`src/rtl/phy_mac_pkg.sv`:
```
// Shared constants and types for the MAC-facing receive and status block
package phy_mac_pkg;

  localparam int REF_CLK_HZ   = 250_000_000;
  localparam int RX_CLK_HZ_10 = 2_500_000;
  localparam int RX_CLK_HZ_100 = 25_000_000;
  localparam int RX_CLK_HZ_1000 = 125_000_000;
  localparam int HALF_10      = REF_CLK_HZ / (2 * RX_CLK_HZ_10);
  localparam int HALF_100     = REF_CLK_HZ / (2 * RX_CLK_HZ_100);
  localparam int HALF_1000    = REF_CLK_HZ / (2 * RX_CLK_HZ_1000);
  localparam int HALF_W       = 6;

  localparam int BYTE_W       = 8;
  localparam int WORD_W       = BYTE_W + 1;
  localparam int ERR_BIT      = BYTE_W;
  localparam int FIFO_DEPTH   = 8;
  localparam int SYNC_STAGES  = 3;

  localparam logic [7:0] RST_BYTE  = 8'h00;
  localparam logic       RST_LEVEL = 1'b0;

  typedef enum logic [1:0] {
    MODE_MII   = 2'h0,
    MODE_GMII  = 2'h1,
    MODE_RGMII = 2'h2
  } mode_e;

  typedef enum logic [1:0] {
    SPD_10   = 2'h0,
    SPD_100  = 2'h1,
    SPD_1000 = 2'h2
  } speed_e;

  typedef enum logic [1:0] {
    ST_IDLE = 2'h0,
    ST_LOW  = 2'h1,
    ST_HIGH = 2'h3
  } beat_state_e;

endpackage : phy_mac_pkg

```
`src/rtl/rx_word_if.sv`:
```
// Valid/ready word stream between the FIFO and the receive sequencer
interface rx_word_if #(
  parameter int WIDTH = 9
) ();
  logic             valid;
  logic             ready;
  logic [WIDTH-1:0] data;

  modport src (output valid, output data, input ready);
  modport dst (input valid, input data, output ready);
endinterface : rx_word_if

```
`src/rtl/rx_word_fifo.sv`:
```
// Receive word FIFO with valid and ready on both sides
module rx_word_fifo #(
  parameter int WIDTH = 9,
  parameter int DEPTH = 8
) (
  input  wire logic             i_ref_clk,
  input  wire logic             i_reset,
  input  wire logic             i_clk_en,
  input  wire logic [WIDTH-1:0] i_in_data,
  input  wire logic             i_in_valid,
  output logic                  o_in_ready,
  rx_word_if.src                o_out
);
  localparam int AW = $clog2(DEPTH);

  if (DEPTH < 2 || (1 << AW) != DEPTH) begin : g_chk
    $error("FIFO depth must be a power of two of at least 2");
  end

  logic [WIDTH-1:0] mem [DEPTH];
  logic [AW:0]      wr_ptr;
  logic [AW:0]      rd_ptr;
  logic [AW:0]      next_wr_ptr;
  logic [AW:0]      next_rd_ptr;
  logic             full;
  logic             empty;
  logic             push;
  logic             pop;

  always_comb begin
    full  = (wr_ptr[AW] != rd_ptr[AW]) &&
            (wr_ptr[AW-1:0] == rd_ptr[AW-1:0]);
    empty = (wr_ptr == rd_ptr);
    push  = i_in_valid && !full && i_clk_en;
    pop   = o_out.valid && o_out.ready && i_clk_en;
    next_wr_ptr = push ? wr_ptr + 1'b1 : wr_ptr;
    next_rd_ptr = pop ? rd_ptr + 1'b1 : rd_ptr;
  end

  assign o_in_ready  = !full && i_clk_en;
  assign o_out.valid = !empty;
  assign o_out.data  = mem[rd_ptr[AW-1:0]];

  always_ff @(posedge i_ref_clk) begin
    if (i_reset) begin
      wr_ptr <= '0;
      rd_ptr <= '0;
    end else if (i_clk_en) begin
      wr_ptr <= next_wr_ptr;
      rd_ptr <= next_rd_ptr;
    end
  end

  always_ff @(posedge i_ref_clk) begin
    if (push) begin
      mem[wr_ptr[AW-1:0]] <= i_in_data;
    end
  end
endmodule : rx_word_fifo

```
`src/rtl/link_sampler.sv`:
```
// Three-stage sampler and edge finder for the transmit clock and control
module link_sampler (
  input  wire logic i_ref_clk,
  input  wire logic i_reset,
  input  wire logic i_clk_en,
  input  wire logic i_link_clk,
  input  wire logic i_link_ctrl,
  output logic      o_rise,
  output logic      o_fall,
  output logic      o_ctrl
);
  localparam int N = phy_mac_pkg::SYNC_STAGES;

  logic [N-1:0] clk_sync;
  logic [N-1:0] ctrl_sync;
  logic         clk_filt;
  logic         next_clk_filt;
  logic         next_ctrl;
  logic         next_rise;
  logic         next_fall;

  always_comb begin
    next_clk_filt = (clk_sync[1] == clk_sync[2]) ? clk_sync[2] : clk_filt;
    next_ctrl     = (ctrl_sync[1] == ctrl_sync[2]) ? ctrl_sync[2] : o_ctrl;
    next_rise     = next_clk_filt && !clk_filt;
    next_fall     = !next_clk_filt && clk_filt;
  end

  always_ff @(posedge i_ref_clk) begin
    if (i_reset) begin
      clk_sync  <= '0;
      ctrl_sync <= '0;
      clk_filt  <= phy_mac_pkg::RST_LEVEL;
      o_ctrl    <= phy_mac_pkg::RST_LEVEL;
      o_rise    <= phy_mac_pkg::RST_LEVEL;
      o_fall    <= phy_mac_pkg::RST_LEVEL;
    end else if (i_clk_en) begin
      clk_sync  <= {clk_sync[N-2:0], i_link_clk};
      ctrl_sync <= {ctrl_sync[N-2:0], i_link_ctrl};
      clk_filt  <= next_clk_filt;
      o_ctrl    <= next_ctrl;
      o_rise    <= next_rise;
      o_fall    <= next_fall;
    end
  end
endmodule : link_sampler

```
`src/rtl/phy_mac_rx_status.sv`:
```
// PHY side of the MAC receive path, control lines and status outputs

// Summary of operation
// - Receive data bits 0 to 3 driven in every mode, timed by the receive clock.
// - Receive data bits 4 to 7 carry the upper byte half in GMII only.
// - In RGMII transmit control carries enable and error on both edges.
// - Data valid high while valid data sits on the nibble or byte lanes.
// - In RGMII receive control carries valid and error on both edges.
// - Receive error raised with the receive clock on a detected error.
// - The separate receive error output stays unused in RGMII.
// - Half duplex raises collision on simultaneous transmit and receive.
// - Full duplex holds collision low.
// - Collision output unused in RGMII.
// - Half duplex raises carrier sense on receive or transmit activity.
// - Full duplex 10/100 carrier sense follows receive only; gigabit low.
// - Carrier sense output unused in RGMII.
// - Receive clock is 2.5, 25 or 125 MHz by speed.
module phy_mac_rx_status #(
  parameter int DEPTH = phy_mac_pkg::FIFO_DEPTH
) (
  input  wire logic       i_ref_clk,
  input  wire logic       i_reset,
  input  wire logic       i_clk_en,
  input  wire logic [1:0] i_mode,
  input  wire logic [1:0] i_speed,
  input  wire logic       i_full_duplex,
  input  wire logic       i_rx_activity,
  input  wire logic [7:0] i_rx_byte,
  input  wire logic       i_rx_byte_err,
  input  wire logic       i_rx_byte_valid,
  output logic            o_rx_byte_ready,
  input  wire logic       i_gtx_clk,
  input  wire logic       i_tx_ctrl,
  output logic            o_rx_clk,
  output logic [7:0]      o_rx_data,
  output logic            o_rx_ctrl,
  output logic            o_rx_er,
  output logic            o_col,
  output logic            o_crs,
  output logic            o_tx_enable,
  output logic            o_tx_error
);
  localparam int HW = phy_mac_pkg::HALF_W;

  if (phy_mac_pkg::HALF_10 >= (1 << HW) || DEPTH < 2) begin : g_chk
    $error("Divider width or FIFO depth cannot serve these settings");
  end

  function automatic logic [3:0] pick_nibble(input logic [7:0] b,
                                             input logic       hi);
    pick_nibble = hi ? b[7:4] : b[3:0];
  endfunction : pick_nibble

  rx_word_if #(.WIDTH(phy_mac_pkg::WORD_W)) fifo_out ();

  rx_word_fifo #(
    .WIDTH (phy_mac_pkg::WORD_W),
    .DEPTH (DEPTH)
  ) u_fifo (
    .i_ref_clk  (i_ref_clk),
    .i_reset    (i_reset),
    .i_clk_en   (i_clk_en),
    .i_in_data  ({i_rx_byte_err, i_rx_byte}),
    .i_in_valid (i_rx_byte_valid),
    .o_in_ready (o_rx_byte_ready),
    .o_out      (fifo_out)
  );

  logic link_rise;
  logic link_fall;
  logic link_ctrl;

  link_sampler u_link (
    .i_ref_clk   (i_ref_clk),
    .i_reset     (i_reset),
    .i_clk_en    (i_clk_en),
    .i_link_clk  (i_gtx_clk),
    .i_link_ctrl (i_tx_ctrl),
    .o_rise      (link_rise),
    .o_fall      (link_fall),
    .o_ctrl      (link_ctrl)
  );

  logic                     is_mii;
  logic                     is_gmii;
  logic                     is_rgmii;
  logic                     is_gig;
  logic                     nibble_mode;
  logic [HW-1:0]            half_cnt;
  logic [HW-1:0]            next_half_cnt;
  logic [HW-1:0]            half_limit;
  logic                     toggle;
  logic                     rise_beat;
  logic                     fall_beat;
  logic                     load;
  logic                     nib_beat;
  logic                     next_rx_clk;
  phy_mac_pkg::beat_state_e state;
  phy_mac_pkg::beat_state_e next_state;
  logic [7:0]               cur_byte;
  logic [7:0]               next_cur_byte;
  logic                     cur_err;
  logic                     next_cur_err;
  logic [7:0]               next_rx_data;
  logic                     next_rx_ctrl;
  logic                     next_rx_er;
  logic                     next_col;
  logic                     next_crs;
  logic                     tx_en_sample;
  logic                     next_tx_en_sample;
  logic                     next_tx_enable;
  logic                     next_tx_error;

  always_comb begin
    is_mii      = (i_mode == phy_mac_pkg::MODE_MII);
    is_gmii     = (i_mode == phy_mac_pkg::MODE_GMII);
    is_rgmii    = (i_mode == phy_mac_pkg::MODE_RGMII);
    is_gig      = (i_speed == phy_mac_pkg::SPD_1000);
    nibble_mode = is_mii || (is_rgmii && !is_gig);
    case (i_speed)
      phy_mac_pkg::SPD_1000: half_limit = HW'(phy_mac_pkg::HALF_1000);
      phy_mac_pkg::SPD_100:  half_limit = HW'(phy_mac_pkg::HALF_100);
      default:               half_limit = HW'(phy_mac_pkg::HALF_10);
    endcase
  end

  // Receive clock divider
  always_comb begin
    toggle        = (half_cnt >= half_limit - 1'b1);
    next_half_cnt = toggle ? '0 : half_cnt + 1'b1;
    next_rx_clk   = toggle ? !o_rx_clk : o_rx_clk;
    rise_beat     = toggle && !o_rx_clk;
    fall_beat     = toggle && o_rx_clk;
    load     = (is_rgmii ? rise_beat : fall_beat) &&
               (!nibble_mode || state != phy_mac_pkg::ST_LOW);
    nib_beat = nibble_mode && (state == phy_mac_pkg::ST_LOW) &&
               (is_rgmii ? rise_beat : fall_beat);
    fifo_out.ready = load && i_clk_en;
  end

  // Receive sequencer and output lanes
  always_comb begin
    next_state    = state;
    next_cur_byte = cur_byte;
    next_cur_err  = cur_err;
    next_rx_data  = o_rx_data;
    next_rx_ctrl  = o_rx_ctrl;
    next_rx_er    = o_rx_er;
    if (load) begin
      if (fifo_out.valid) begin
        next_cur_byte = fifo_out.data[7:0];
        next_cur_err  = fifo_out.data[phy_mac_pkg::ERR_BIT];
        next_state    = phy_mac_pkg::ST_LOW;
      end else begin
        next_cur_byte = phy_mac_pkg::RST_BYTE;
        next_cur_err  = phy_mac_pkg::RST_LEVEL;
        next_state    = phy_mac_pkg::ST_IDLE;
      end
    end else if (nib_beat) begin
      next_state = phy_mac_pkg::ST_HIGH;
    end
    if (load || nib_beat) begin
      if (nibble_mode || is_rgmii) begin
        next_rx_data = {4'h0, pick_nibble(next_cur_byte,
                        next_state == phy_mac_pkg::ST_HIGH)};
      end else begin
        next_rx_data = next_cur_byte;
      end
      next_rx_ctrl = (next_state != phy_mac_pkg::ST_IDLE);
      next_rx_er   = next_rx_ctrl && next_cur_err;
    end else if (is_rgmii && fall_beat) begin
      if (is_gig) begin
        next_rx_data = {4'h0, pick_nibble(cur_byte, 1'b1)};
      end
      next_rx_ctrl = (state != phy_mac_pkg::ST_IDLE) ^ cur_err;
    end
    if (!is_gmii) begin
      next_rx_data[7:4] = 4'h0;
    end
    if (is_rgmii) begin
      next_rx_er = phy_mac_pkg::RST_LEVEL;
    end
  end

  // Collision and carrier sense
  always_comb begin
    next_col = !i_full_duplex && !is_rgmii &&
               i_rx_activity && o_tx_enable;
    if (is_rgmii) begin
      next_crs = phy_mac_pkg::RST_LEVEL;
    end else if (!i_full_duplex) begin
      next_crs = i_rx_activity || o_tx_enable;
    end else begin
      next_crs = !is_gig && i_rx_activity;
    end
  end

  // Transmit enable and error decode
  always_comb begin
    next_tx_en_sample = tx_en_sample;
    next_tx_enable    = o_tx_enable;
    next_tx_error     = o_tx_error;
    if (link_rise) begin
      if (is_rgmii) begin
        next_tx_en_sample = link_ctrl;
      end else begin
        next_tx_enable = link_ctrl;
        next_tx_error  = phy_mac_pkg::RST_LEVEL;
      end
    end else if (link_fall && is_rgmii) begin
      next_tx_enable = tx_en_sample;
      next_tx_error  = tx_en_sample ^ link_ctrl;
    end
  end

  always_ff @(posedge i_ref_clk) begin
    if (i_reset) begin
      half_cnt     <= '0;
      o_rx_clk     <= phy_mac_pkg::RST_LEVEL;
      state        <= phy_mac_pkg::ST_IDLE;
      cur_byte     <= phy_mac_pkg::RST_BYTE;
      cur_err      <= phy_mac_pkg::RST_LEVEL;
      o_rx_data    <= phy_mac_pkg::RST_BYTE;
      o_rx_ctrl    <= phy_mac_pkg::RST_LEVEL;
      o_rx_er      <= phy_mac_pkg::RST_LEVEL;
      o_col        <= phy_mac_pkg::RST_LEVEL;
      o_crs        <= phy_mac_pkg::RST_LEVEL;
      tx_en_sample <= phy_mac_pkg::RST_LEVEL;
      o_tx_enable  <= phy_mac_pkg::RST_LEVEL;
      o_tx_error   <= phy_mac_pkg::RST_LEVEL;
    end else if (i_clk_en) begin
      half_cnt     <= next_half_cnt;
      o_rx_clk     <= next_rx_clk;
      state        <= next_state;
      cur_byte     <= next_cur_byte;
      cur_err      <= next_cur_err;
      o_rx_data    <= next_rx_data;
      o_rx_ctrl    <= next_rx_ctrl;
      o_rx_er      <= next_rx_er;
      o_col        <= next_col;
      o_crs        <= next_crs;
      tx_en_sample <= next_tx_en_sample;
      o_tx_enable  <= next_tx_enable;
      o_tx_error   <= next_tx_error;
    end
  end

  property p_gmii_byte;
    @(posedge i_ref_clk) disable iff (i_reset)
      (i_clk_en && is_gmii && fifo_out.ready && fifo_out.valid)
      |=> (o_rx_data == $past(fifo_out.data[7:0])) && o_rx_ctrl;
  endproperty
  a_gmii_byte: assert property (p_gmii_byte)
    else $error("GMII byte not presented after pop");

  property p_upper_zero;
    @(posedge i_ref_clk) disable iff (i_reset)
      (i_clk_en && !is_gmii) |=> (o_rx_data[7:4] == 4'h0);
  endproperty
  a_upper_zero: assert property (p_upper_zero)
    else $error("Upper data bits driven outside GMII");

  property p_idle_no_valid;
    @(posedge i_ref_clk) disable iff (i_reset)
      (i_clk_en && !is_rgmii && load && !fifo_out.valid)
      |=> !o_rx_ctrl && !o_rx_er;
  endproperty
  a_idle_no_valid: assert property (p_idle_no_valid)
    else $error("Data valid raised with no word to send");

  property p_rgmii_fall;
    @(posedge i_ref_clk) disable iff (i_reset)
      (i_clk_en && is_rgmii && fall_beat)
      |=> o_rx_ctrl == (($past(state) != phy_mac_pkg::ST_IDLE) ^
                        $past(cur_err));
  endproperty
  a_rgmii_fall: assert property (p_rgmii_fall)
    else $error("RGMII falling control sample wrong");

  property p_er_rgmii;
    @(posedge i_ref_clk) disable iff (i_reset)
      (i_clk_en && is_rgmii) |=> !o_rx_er;
  endproperty
  a_er_rgmii: assert property (p_er_rgmii)
    else $error("Receive error driven in RGMII");

  property p_col_half;
    @(posedge i_ref_clk) disable iff (i_reset)
      (i_clk_en && !i_full_duplex && !is_rgmii)
      |=> o_col == ($past(i_rx_activity) && $past(o_tx_enable));
  endproperty
  a_col_half: assert property (p_col_half)
    else $error("Collision does not match activity");

  property p_col_low;
    @(posedge i_ref_clk) disable iff (i_reset)
      (i_clk_en && (i_full_duplex || is_rgmii)) |=> !o_col;
  endproperty
  a_col_low: assert property (p_col_low)
    else $error("Collision high in full duplex or RGMII");

  property p_crs;
    @(posedge i_ref_clk) disable iff (i_reset)
      (i_clk_en && !is_rgmii && i_rx_activity && !(i_full_duplex && is_gig))
      |=> o_crs;
  endproperty
  a_crs: assert property (p_crs)
    else $error("Carrier sense missing during receive");

  property p_crs_fd;
    @(posedge i_ref_clk) disable iff (i_reset)
      (i_clk_en && i_full_duplex && !i_rx_activity) |=> !o_crs;
  endproperty
  a_crs_fd: assert property (p_crs_fd)
    else $error("Full duplex carrier sense without receive");

  property p_gig_clk;
    @(posedge i_ref_clk) disable iff (i_reset)
      (i_clk_en && is_gig) |=> (o_rx_clk != $past(o_rx_clk));
  endproperty
  a_gig_clk: assert property (p_gig_clk)
    else $error("Gigabit receive clock not toggling each cycle");

  property p_tx_rgmii;
    @(posedge i_ref_clk) disable iff (i_reset)
      (i_clk_en && is_rgmii && link_fall && !link_rise)
      |=> o_tx_error == ($past(tx_en_sample) ^ $past(link_ctrl));
  endproperty
  a_tx_rgmii: assert property (p_tx_rgmii)
    else $error("RGMII transmit error decode wrong");
endmodule : phy_mac_rx_status

```
`config.mk`:
```
export PLATFORM = sky130hd
export DESIGN_NAME = phy_mac_rx_status
export DESIGN_NICKNAME = d
export VERILOG_FILES = /design/src/rtl/phy_mac_pkg.sv /design/src/rtl/rx_word_if.sv /design/src/rtl/rx_word_fifo.sv /design/src/rtl/link_sampler.sv /design/src/rtl/phy_mac_rx_status.sv
export SDC_FILE = /design/constraint.sdc
export NUM_CORES = 1
export LEC_CHECK = 0
export ABC_AREA = 1
export ABC_CLOCK_PERIOD_IN_PS = 3600
export BUFFER_PORTS_ARGS = -buffer_cell sky130_fd_sc_hd__buf_2
export CAP_MARGIN = 40
export CORE_ASPECT_RATIO = 1.25
export CORE_MARGIN = 2
export CORE_UTILIZATION = 50
export CTS_BUF_LIST = sky130_fd_sc_hd__clkbuf_8
export CTS_CLUSTER_SIZE = 10
export DETAILED_ROUTE_END_ITERATION = 10
export MAX_ROUTING_LAYER = met4
export PLACE_DENSITY = 0.68
export SYNTH_ARGS = -nofsm -noshare
export SYNTH_HDL_FRONTEND = slang
export SYNTH_SLANG_ARGS = --single-unit
```
`constraint.sdc`:
```
create_clock -name i_ref_clk -period 3.6 [get_ports i_ref_clk]
set_clock_uncertainty 0.1 [all_clocks]
set_input_delay 0.72 -clock i_ref_clk [delete_from_list [all_inputs] [get_ports i_ref_clk]]
set_output_delay 0.72 -clock i_ref_clk [all_outputs]
set_load 0.02 [all_outputs]
```
# Yosys cells after proc, flatten, opt, wreduce, memory -nomap -nowiden
# Memories as Yosys holds them, arrays and structs flattened. A register that Yosys moved wholly into a read port is not among the register bits.
# Cells that the tools add are included.
dict set report word_totals {
  register_bits 51
  ram_bits 72
  mem_count 1
  inputBits 21
}
dict set report op_classes {
  add_sub_neg 4
  eq_ne 15
  magnitude_cmp 1
  reduce_logical 53
  mux 33
  bitwise 2
}
# name words width rd rd_clocked_by_memory_dff write_ports line_no
set mem_list {}
lappend mem_list {u_fifo.mem 8 9 1 1 1 rx_word_fifo.sv:20} ;# logic [WIDTH-1:0] mem [DEPTH];
# op n
set op_table {}
lappend op_table {{two-way mux 8 bit} 6}
lappend op_table {{logical AND 1 bit} 22}
lappend op_table {{two-way mux 1 bit} 19}
lappend op_table {{one-hot mux 6 bit (2 select lines)} 1}
lappend op_table {{AND reduction 2 bit} 6}
lappend op_table {{AND reduction 3 bit} 4}
lappend op_table {{nonzero test 2 bit} 6}
lappend op_table {{logical NOT 1 bit} 9}
lappend op_table {{adder 4 x 1 -> 4 bit (second input constant)} 2}
lappend op_table {{two-way mux 4 bit} 2}
lappend op_table {{adder 6 x 1 -> 6 bit (second input constant)} 1}
lappend op_table {{equality test 2 x 1 -> 1 bit (second input constant)} 3}
lappend op_table {{equality test 2 bit (second input constant)} 3}
lappend op_table {{greater-or-equal comparator 6 bit} 1}
lappend op_table {{two-way mux 3 bit} 2}
lappend op_table {{two-way mux 6 bit} 1}
lappend op_table {{!= test 3 x 1 -> 1 bit (second input constant)} 2}
lappend op_table {{subtractor 6 x 1 -> 6 bit (second input constant)} 1}
lappend op_table {{logical OR 1 bit} 5}
lappend op_table {{equality test 4 bit} 1}
lappend op_table {{two-way mux 2 bit} 2}
lappend op_table {{equality test 3 bit} 1}
lappend op_table {{equality test 1 bit} 2}
lappend op_table {{logical NOT 2 bit} 1}
lappend op_table {{4 further kinds} 5}

# Depth between registers and ports, before layout
# Gate-level depths: netlist (run 1).
dict set report depth {
  depth_word 14
  depth_mapped 16
}

# Cells and area by module
# A second synthesis (run 1) with hierarchy kept.
dict set report hier_totals {
  cells_unflattened 674
  area_unflattened_um2 5886.9
}
# mod n_inst area_per_inst_um2 cells_per_inst seq_area_each_um2
set modules_own_cells {}
lappend modules_own_cells {rx_word_fifo 1 3495.9 327 2382.3}
lappend modules_own_cells {phy_mac_rx_status 1 2011.9 299 660.6}
lappend modules_own_cells {link_sampler 1 379.1 48 200.2}

# Least setup slack after synthesis (run 1)
# Ideal clock, no wire load.
dict set report synth_timing {
  path_kind {input to register}
  from {input port i_speed[0]}
  to {register with a tool-made name}
  arrival_time_ps 2382
  n_path_buf 0
  path_stages 15
  path_slack_ps 998
  required_ps 3380
  setup_ps 120
  path_cell_list {inv_1 ha_1 inv_1 ha_1 nand2_1 nor2_1 nand2_1 nand3_2 nand3_2 inv_1 nand2_1 nor2_2 inv_1 o21ai_1 a21oi_1}
}
# element line_no
set synth_lines {}
lappend synth_lines {{from (decl)} phy_mac_rx_status.sv:25} ;# input wire logic [1:0] i_speed,

# Worst setup path after layout (run 1)
dict set report layout_timing {
  from {input port i_speed[0]}
  to {register u_fifo.rd_ptr[0]}
}
dict set report layout_via {
  elab_chain_cells 11
}
# element line_no
set layout_rtl {}
lappend layout_rtl {{equality test 2 x 1 -> 1 bit / equality test 2 bit (equally long branches)} {phy_mac_rx_status.sv:120, phy_mac_rx_status.sv:118}}
lappend layout_rtl {{one-hot mux 6 bit (2 select lines) / logical NOT 1 bit (equally long branches)} {phy_mac_rx_status.sv:120, phy_mac_rx_status.sv:119}}
lappend layout_rtl {{subtractor 6 x 1 -> 6 bit / logical AND 1 bit (equally long branches)} {phy_mac_rx_status.sv:129, phy_mac_rx_status.sv:119}}
lappend layout_rtl {{greater-or-equal comparator 6 bit / logical OR 1 bit (equally long branches)} {phy_mac_rx_status.sv:129, phy_mac_rx_status.sv:119}}
lappend layout_rtl {{logical AND 1 bit (tied with other cells)} phy_mac_rx_status.sv:133} ;# fall_beat = toggle && o_rx_clk;
lappend layout_rtl {{two-way mux 1 bit / logical OR 1 bit (equally long branches)} {phy_mac_rx_status.sv:134, phy_mac_rx_status.sv:135}}
lappend layout_rtl {{logical AND 1 bit (*)} phy_mac_rx_status.sv:134} ;# load = (is_rgmii ? rise_beat : fall_beat) &&
lappend layout_rtl {{logical AND 1 bit (*)} phy_mac_rx_status.sv:138} ;# fifo_out.ready = load && i_clk_en;
lappend layout_rtl {{logical AND 1 bit (*) (2 in a row)} rx_word_fifo.sv:35} ;# pop = o_out.valid && o_out.ready && i_clk_en;
lappend layout_rtl {{AND reduction 2 bit (no line) (*)} --}
lappend layout_rtl {{to (signal assigned)} rx_word_fifo.sv:50} ;# rd_ptr <= next_rd_ptr;
lappend layout_rtl {{to (decl)} rx_word_fifo.sv:22} ;# logic [AW:0] rd_ptr;
# Every way passes the cells marked *; elsewhere a longest branch is shown, timed or not.
# A chain may end at the register's enable or synchronous reset.

==> results of run 1 <==
-- report_power, final --
group / switching [mW] / internal, mW
sequential: 0.0121 / 1.54
clock: 0.523 / 0.734
combinational: 0.106 / 0.0470
total: 0.641 / 2.32
-- path summary, 6_finish.rpt --
kind	startpoint	endpoint	slack (ns)
worst max-delay path	i_speed[0]	u_fifo.rd_ptr[0]$_SDFFE_PP0P_	0.99
worst min-delay path	o_col$_SDFFE_PP0P_	o_col$_SDFFE_PP0P_	0.37
worst max register to register	half_cnt[0]$_SDFFE_PP0P_	o_rx_data[2]$_SDFFE_PP0P_	1.39
worst min register to register	o_col$_SDFFE_PP0P_	o_col$_SDFFE_PP0P_	0.37
-- stage by stage --
step | total power [mW] | hold WS (ns) | std cells | utilization | cell area (um^2)
global placement | 1.73 | 0.352 | 791 | 0.538 | 5900
global route | 3.07 | 0.393 | 824 | 0.576 | 6320
floorplan | 1.68 | 0.343 | 632 | - | 5590
finish | 2.96 | 0.365 | 824 | 0.576 | 6320
detailed placement | 1.74 | 0.353 | 792 | 0.538 | 5910
CTS | 2.99 | 0.366 | 824 | 0.576 | 6320
-- kinds of logic (layout without fill, tap and decap cells) --
family | Yosys count | count (layout)
AO/OA/AOI/OAI | 101 | 101
AND/OR/NAND/NOR | 302 | 302
XOR/XNOR | 8 | 8
buffers and inverters | 83 | 140
adder cells (fa/ha/maj) | 11 | 11
flip-flops | 126 | 126
other | 1 | 1
-- cell type report --
type | count | area (um^2) | area share
sequential | 126 | 3240 | 0.513
multi-input combinational | 423 | 2000 | 0.317
clock buffer | 20 | 275 | 0.0435
timing repair buffer | 48 | 270 | 0.0427
inverter | 60 | 225 | 0.0356
tap | 135 | 169 | 0.0267
clock inverter | 12 | 140 | 0.0222
-- cell usage after synthesis --
library cell,number,area [um^2]
buf_2,11,55.1
o21ai_1,2,10.0
maj3_1,1,10.0
edfxtp_1,72,2160
o211a_1,1,10.0
nor3_1,1,5.00
clkbuf_2,1,5.00
inv_1,54,203
nand3_1,43,215
a31oi_1,1,6.26
o21ai_0,46,230
xor2_1,6,52.6
nand2_4,1,11.3
nor2_1,87,327
conb_1,1,3.75
nor2_2,4,25.0
nand2_2,1,6.26
clkbuf_1,7,26.3
buf_4,1,7.51
nand3_2,2,20.0
inv_2,4,15.0
o21ai_2,1,8.76
o21a_1,2,15.0
ha_1,10,125
a21oi_1,39,195
or2_2,1,6.26
buf_6,2,22.5
nand2_1,153,574
a211oi_1,1,7.51
xnor2_1,2,17.5
dfxtp_1,54,1080
clkinv_1,2,7.51
nand3b_1,1,7.51
o211ai_1,5,37.5
nand4_1,8,50.1
a21oi_2,2,17.5
buf_1,1,3.75
a22oi_1,1,7.51
-- sequential cells by signal, summed over array words and instances (netlist names), 2 cells and up, named ones only --
name              cells
half_cnt              6
cur_byte              8
o_rx_data             8
u_fifo.rd_ptr         4
state                 2
u_link.ctrl_sync      3
u_fifo.mem           72
u_fifo.wr_ptr         4
u_link.clk_sync       3
-- critical path, cell delays in order --
cell and delay [ns]:
buf_2 0.09, inv_1 0.04, ha_1 0.28, inv_1 0.06, ha_1 0.29, nand2_1 0.07
nor2_1 0.10, nand2_1 0.06, nand3_2 0.12, nand3_2 0.13, inv_1 0.19, nand2_1 0.11
nor2_2 0.18, inv_1 0.13, o21ai_1 0.18, a21oi_1 0.07
-- layer usage --
metal	track usage	wire length, um	vias to the layer above
li1	-	-	2176
met1	0.229	4830	1986
met2	0.360	5950	116
met3	0.0495	589	24
met4	0.0933	248	0
met5	-	0	-
==> PnR_summary.wiki, run 1 <==
{| class="wikitable"
! Metric !! Value
|-
| Run status || finished, final reports clean
|-
| Number of clock buffers inserted by TritonCTS || 17
|-
| Post-route DRC || 0
|-
| Post-cts repair resize count || 0
|-
| IR Drop Worst-Case VDD || roughly 0.37 mV
|-
| Most common cell after layout, fill and taps aside || nand2_1
|-
| Die footprint || 0.0120 mm^2
|-
| Max-slew violation count || 0
|-
| Number of buffers between clock root and the deepest sink || 2
|-
| Deepest level of the CTS H-tree || 4
|-
| Antenna Violating Nets Remaining || 0
|-
| Post-layout minimum cycle time || 2.61 ns
|-
| Clock tree root buffer cell || clkbuf_8
|-
| Core Area || roughly 0.011 mm^2
|-
| DR WL/cell || 14.1 um
|-
| Post-CTS Hold Fix Bufs || 0
|-
| Die H || between 100 and 150 um
|-
| Post-Synthesis Cells || between 600 and 700
|-
| Share of the synthesized area in compound gates (AO/OA/AOI/OAI) || 0.0976
|-
| Total leakage power || roughly 2.7 nW
|-
| Max Fclk || around 380 MHz
|-
| Post-Synthesis Net Count || approximately 660
|-
| Fill cell instance count of the final layout || roughly 980
|-
| Type of the worst setup path || primary input to flop
|-
| Synth Area in Simple Gates || 0.223
|-
| Max cap viols || 0
|-
| Synth-to-layout area growth || 13.1%
|-
| Setup violators final || 0
|-
| Fraction of synthesized cell area in xor and xnor cells || 0.0125
|-
| Gr usage total || 0.208
|-
| Fin worst setup slack || 0.988 ns
|-
| Mux cell area share after synthesis || 0
|-
| Slew margin rel. || 0.503
|-
| DP Wirelength || around 7800 um
|-
| Diode count || 0
|-
| Vias per cell || 5.22
|-
| Post-Syn Area per Cell || between 8 and 9 um^2
|-
| Final hold violations || 0
|-
| Die W || between 90 and 100 um
|-
| Starting utilization of the core area || 0.509
|-
| Area of the mapped netlist || about 0.0056 mm^2
|-
| Setup TNS || 0 ns
|-
| Category of the worst setup path capture point || flop
|-
| Most used cells in the layout excluding fill and tap cells || nand2_1 (153), nor2_1 (87), edfxtp_1 (72), inv_1 (56), dfxtp_1 (54)
|-
| Via count || roughly 4300
|-
| Number of sinks on the clock net || about 130
|-
| Placement row count || 43
|-
| First-pass iteration count of the detailed router || 5
|-
| Post-route fraction of the period consumed by the critical path || 0.726
|-
| Setup repair after global routing missed its margin || no
|-
| Power Dens Cells || roughly 470 mW/mm^2
|-
| Actual transition at the worst max-transition pin || approximately 0.74 ns
|-
| Number of port buffers || 36
|-
| Worst Path Arrival || around 2.8 ns
|-
| Critical path required time || 3.80 ns
|-
| Total setup buffers inserted after CTS || 0
|-
| Setup slack after placement || approximately 0.58 ns
|-
| Main combinational cell family by area after synthesis || simple AND/OR/NAND/NOR gates
|-
| Class of the tightest hold or removal check || flop to flop
|-
| Final routed wirelength across all metal layers || ~12000 um
|-
| Hold Crit Depth || 2
|-
| Crit path max fanout || 7
|-
| Number of top-level design ports || 37
|-
| RD Place Congestion || around 0.78
|-
| Element type at the critical path start || primary input
|-
| # nets final || a little over 700
|-
| Pin count of the biggest net entering global routing || 37
|-
| Synth Area in Adders || 0.0242
|-
| Global-route wire length before repair || between 15000 and 20000 um
|-
| Share of layout cells above drive strength 1 || 0.136
|-
| Number of antenna violations at the first check in global routing || 0
|-
| Vias in the first global route || about 4000
|-
| Yosys warning total || 0
|-
| Overall overflow remaining after global route || 0
|-
| Number of distinct library cells after synthesis || 38
|-
| Starting DRC count in detailed routing || approximately 180
|-
| Skew-Pair Late Insertion Delay || about 0.42 ns
|-
| TritonCTS clock tree || done
|-
| Cells on worst reg2reg path || 12
|-
| Clock transition time at the flip-flop clock pins of the worst setup and hold paths || 0.08 ns
|-
| Fraction of the yosys area taken by sequential cells || 0.580
|-
| Flop and latch count out of synthesis || ~130
|}
(Power assumes the default switching activity.)
==> run 2: changes to the inputs <==
ABC_CLOCK_PERIOD_IN_PS = 2700   (was 3600)
clock period = 2.7 ns   (was 3.6 ns; I/O delays follow)
==> PnR_summary.wiki, run 2 (synthesis gave the netlist of run 1 again) <==
{| class="wikitable"
! Metric !! Value
|-
| Run status || finished, final reports clean
|-
| Global-route wire length before repair || 19500 um (+4.1%)
|-
| Vias per cell || 5.16 (-1.2%)
|-
| First-pass iteration count of the detailed router || 5 (unchanged)
|-
| DR WL/cell || 14.2 um (+0.86%)
|-
| Category of the worst setup path capture point || flop
|-
| Max reg flops || 72 (unchanged)
|-
| Source of the worst hold timing path || i_tx_ctrl
|-
| Post-layout minimum cycle time || 2.32 ns
|-
| Number of sinks on the clock net || 126 (unchanged)
|-
| Post-CTS Hold Fix Bufs || 0 (unchanged)
|-
| Endpoint, Worst Hold || u_link.ctrl_sync[0]$_SDFFE_PP0P_
|-
| Number of placed cells counting well taps || 800 (+1.0%)
|-
| Placed inst area || 0.00598 mm^2 (+1.2%)
|-
| Die H || 122 um (unchanged)
|-
| Cells on worst reg2reg path || 13 (+1)
|-
| Worst setup slack for register-to-register paths || 0.49 ns (-0.90 ns)
|-
| RD Place Congestion || 0.881 (+12%)
|-
| Vias in the first global route || 4111 (+2.9%)
|-
| P_int || 3.05 mW (+31%)
|-
| Worst Path Arrival || 2.53 ns (-0.28 ns)
|-
| Setup repair after global routing missed its margin || no
|-
| Share of total power in combinational logic || 0.054 (+0.002)
|-
| DP Wirelength || 7910 um (+1.1%)
|-
| # nets final || 715 (+1.1%)
|-
| Deepest level of the CTS H-tree || 4 (unchanged)
|-
| Placement row count || 43 (unchanged)
|-
| Slew margin rel. || 0.538 (+0.0355)
|-
| Destination of the worst register-to-register timing path || o_rx_data[0]$_SDFFE_PP0P_
|-
| Switching power || 0.870 mW (+36%)
|-
| Final std cells w/o fill || 832 (+0.97%)
|-
| Critical path required time || 2.91 ns (-0.89 ns)
|-
| Cell area after layout || 0.00638 mm^2 (+0.87%)
|-
| Setup slack after placement || -0.0556 ns (-0.634 ns)
|-
| Fill cell instance count of the final layout || 994 (+1.1%)
|-
| Total setup buffers inserted after CTS || 0 (unchanged)
|-
| Type of the worst setup path || primary input to flop
|-
| Overall overflow remaining after global route || 0 (unchanged)
|-
| Post-route fraction of the period consumed by the critical path || 0.860
|-
| Pin count of the biggest net entering global routing || 37 (unchanged)
|-
| Most common cell after layout, fill and taps aside || nand2_1
|-
| Post-route DRC || 0 (unchanged)
|-
| Via count || 4292 (-0.23%)
|-
| Hold Crit Depth || 3 (+1)
|-
| Antenna Violating Nets Remaining || 0 (unchanged)
|-
| Die W || 98.6 um (unchanged)
|-
| Skew-Pair Late Insertion Delay || 0.43 ns (about the same)
|-
| Number of antenna violations at the first check in global routing || 0 (unchanged)
|-
| Element type at the critical path start || primary input
|-
| Actual transition at the worst max-transition pin || 0.692 ns (-0.0533 ns)
|-
| Final routed wirelength across all metal layers || 11800 um (+1.8%)
|-
| Portion of total power attributed to sequential cells || 0.529 (+0.005)
|-
| TritonCTS clock tree || done
|-
| Number of clock buffers inserted by TritonCTS || 17 (unchanged)
|-
| Power Dens Cells || 614 mW/mm^2 (+31%)
|-
| Crit path max fanout || 13 (+6)
|-
| Post-Route Hold Slack || 0.233 ns (-0.132 ns)
|-
| IR Drop Worst-Case VDD || 0.351 mV (-4.1%)
|-
| Core Area || 0.0110 mm^2 (unchanged)
|-
| Setup violators final || 0 (unchanged)
|-
| Die footprint || 0.0120 mm^2 (unchanged)
|-
| Class of the tightest hold or removal check || primary input to flop
|-
| Synth-to-layout area growth || 14.1%
|-
| Multi-input logic area || 0.00200 mm^2 (unchanged)
|-
| Most used cells in the layout excluding fill and tap cells || nand2_1 (153), nor2_1 (87), edfxtp_1 (72), inv_1 (58), dfxtp_1 (54)
|-
| Max-slew violation count || 0 (unchanged)
|-
| Max cap viols || 0 (unchanged)
|-
| Starting DRC count in detailed routing || 178 (+0.56%)
|-
| Starting utilization of the core area || 0.509 (unchanged)
|-
| Relative contribution of the clock network to total power || 0.418 (-0.006)
|-
| Fin worst setup slack || 0.379 ns (-0.609 ns)
|-
| Clock tree root buffer cell || clkbuf_8
|-
| Seq. cell area || 0.00324 mm^2 (unchanged)
|-
| Number of buffers between clock root and the deepest sink || 2 (unchanged)
|-
| Clock transition time at the flip-flop clock pins of the worst setup and hold paths || 0.07 ns (about the same)
|-
| Number of port buffers || 36 (unchanged)
|-
| Switching power share of the total || 0.222 (+0.00577)
|-
| Share of layout cells above drive strength 1 || 0.143 (+0.00704)
|-
| Total leakage power || 2.70 nW (+1.5%)
|-
| Max Fclk || about 430 MHz
|-
| Post-cts repair resize count || 0 (unchanged)
|-
| Source of the worst register-to-register timing path || half_cnt[0]$_SDFFE_PP0P_
|-
| Diode count || 0 (unchanged)
|-
| Gr usage total || 0.215 (+0.00667)
|-
| Number of top-level design ports || 37 (unchanged)
|-
| Final hold violations || 0 (unchanged)
|}
-- run 2: area by class of cell --
| class | count | share of cell area |
|---|---|---|
| Inverter | 60 | 0.0353 |
| Timing Repair Buffer | 56 | 0.0537 |
| Clock inverter | 14 | 0.0235 |
| Multi-Input combinational cell | 423 | 0.314 |
| Clock buffer | 18 | 0.0388 |
| Tap cell | 135 | 0.0265 |
| Sequential cell | 126 | 0.508 |
-- run 2: per-layer routing --
metal	share of wire	track usage	wire, um
met1	0.42	0.239	4930
met2	0.52	0.374	6160
met3	0.046	0.0473	548
met4	0.016	0.0916	193
met5	0	-	0
-- run 2: worst max path at each step --
stage	slack, ns	end	cells past startpoint	startpoint
detailed placement	-0.06	o_rx_data[0]$_SDFFE_PP0P_	16	i_speed[0]
global route	0.17	o_rx_data[1]$_SDFFE_PP0P_	14	i_speed[0]
CTS	0.39	o_rx_data[0]$_SDFFE_PP0P_	16	i_speed[0]
global placement	0.03	o_rx_data[2]$_SDFFE_PP0P_	15	i_speed[0]
floorplan	0.28	flop	15	i_speed[0]
finish	0.38	o_rx_data[0]$_SDFFE_PP0P_	16	i_speed[0]
-- run 2: per-stage QoR --
step / setup TNS, ns / total power [mW] / util
floorplan: 0 / 2.25 / -
global placement: 0 / 2.32 / 0.545
detailed placement: -0.324 / 2.33 / 0.545
CTS: 0 / 3.95 / 0.581
global route: 0 / 4.06 / 0.581
finish: 0 / 3.92 / 0.581
-- run 2: worst max-delay path: stages --
cell	delay, ns
buf_2	0.09
inv_1	0.04
ha_1	0.29
inv_1	0.06
ha_1	0.29
nand2_1	0.09
inv_1	0.04
nand2_1	0.07
nand3_2	0.14
nand3_2	0.15
buf_12	0.14
nand3_1	0.09
nor2_1	0.25
nand2_1	0.09
nand3_1	0.10
a21oi_1	0.07
-- run 2: power by group through the flow --
stage	logic, mW	registers (mW)	clock network (mW)
after floorplan	0.132	2.11	0
after global routing	0.239	2.07	1.75
final	0.210	2.07	1.64
after global placement	0.204	2.11	0
after detailed placement	0.211	2.11	0
after CTS	0.212	2.07	1.67
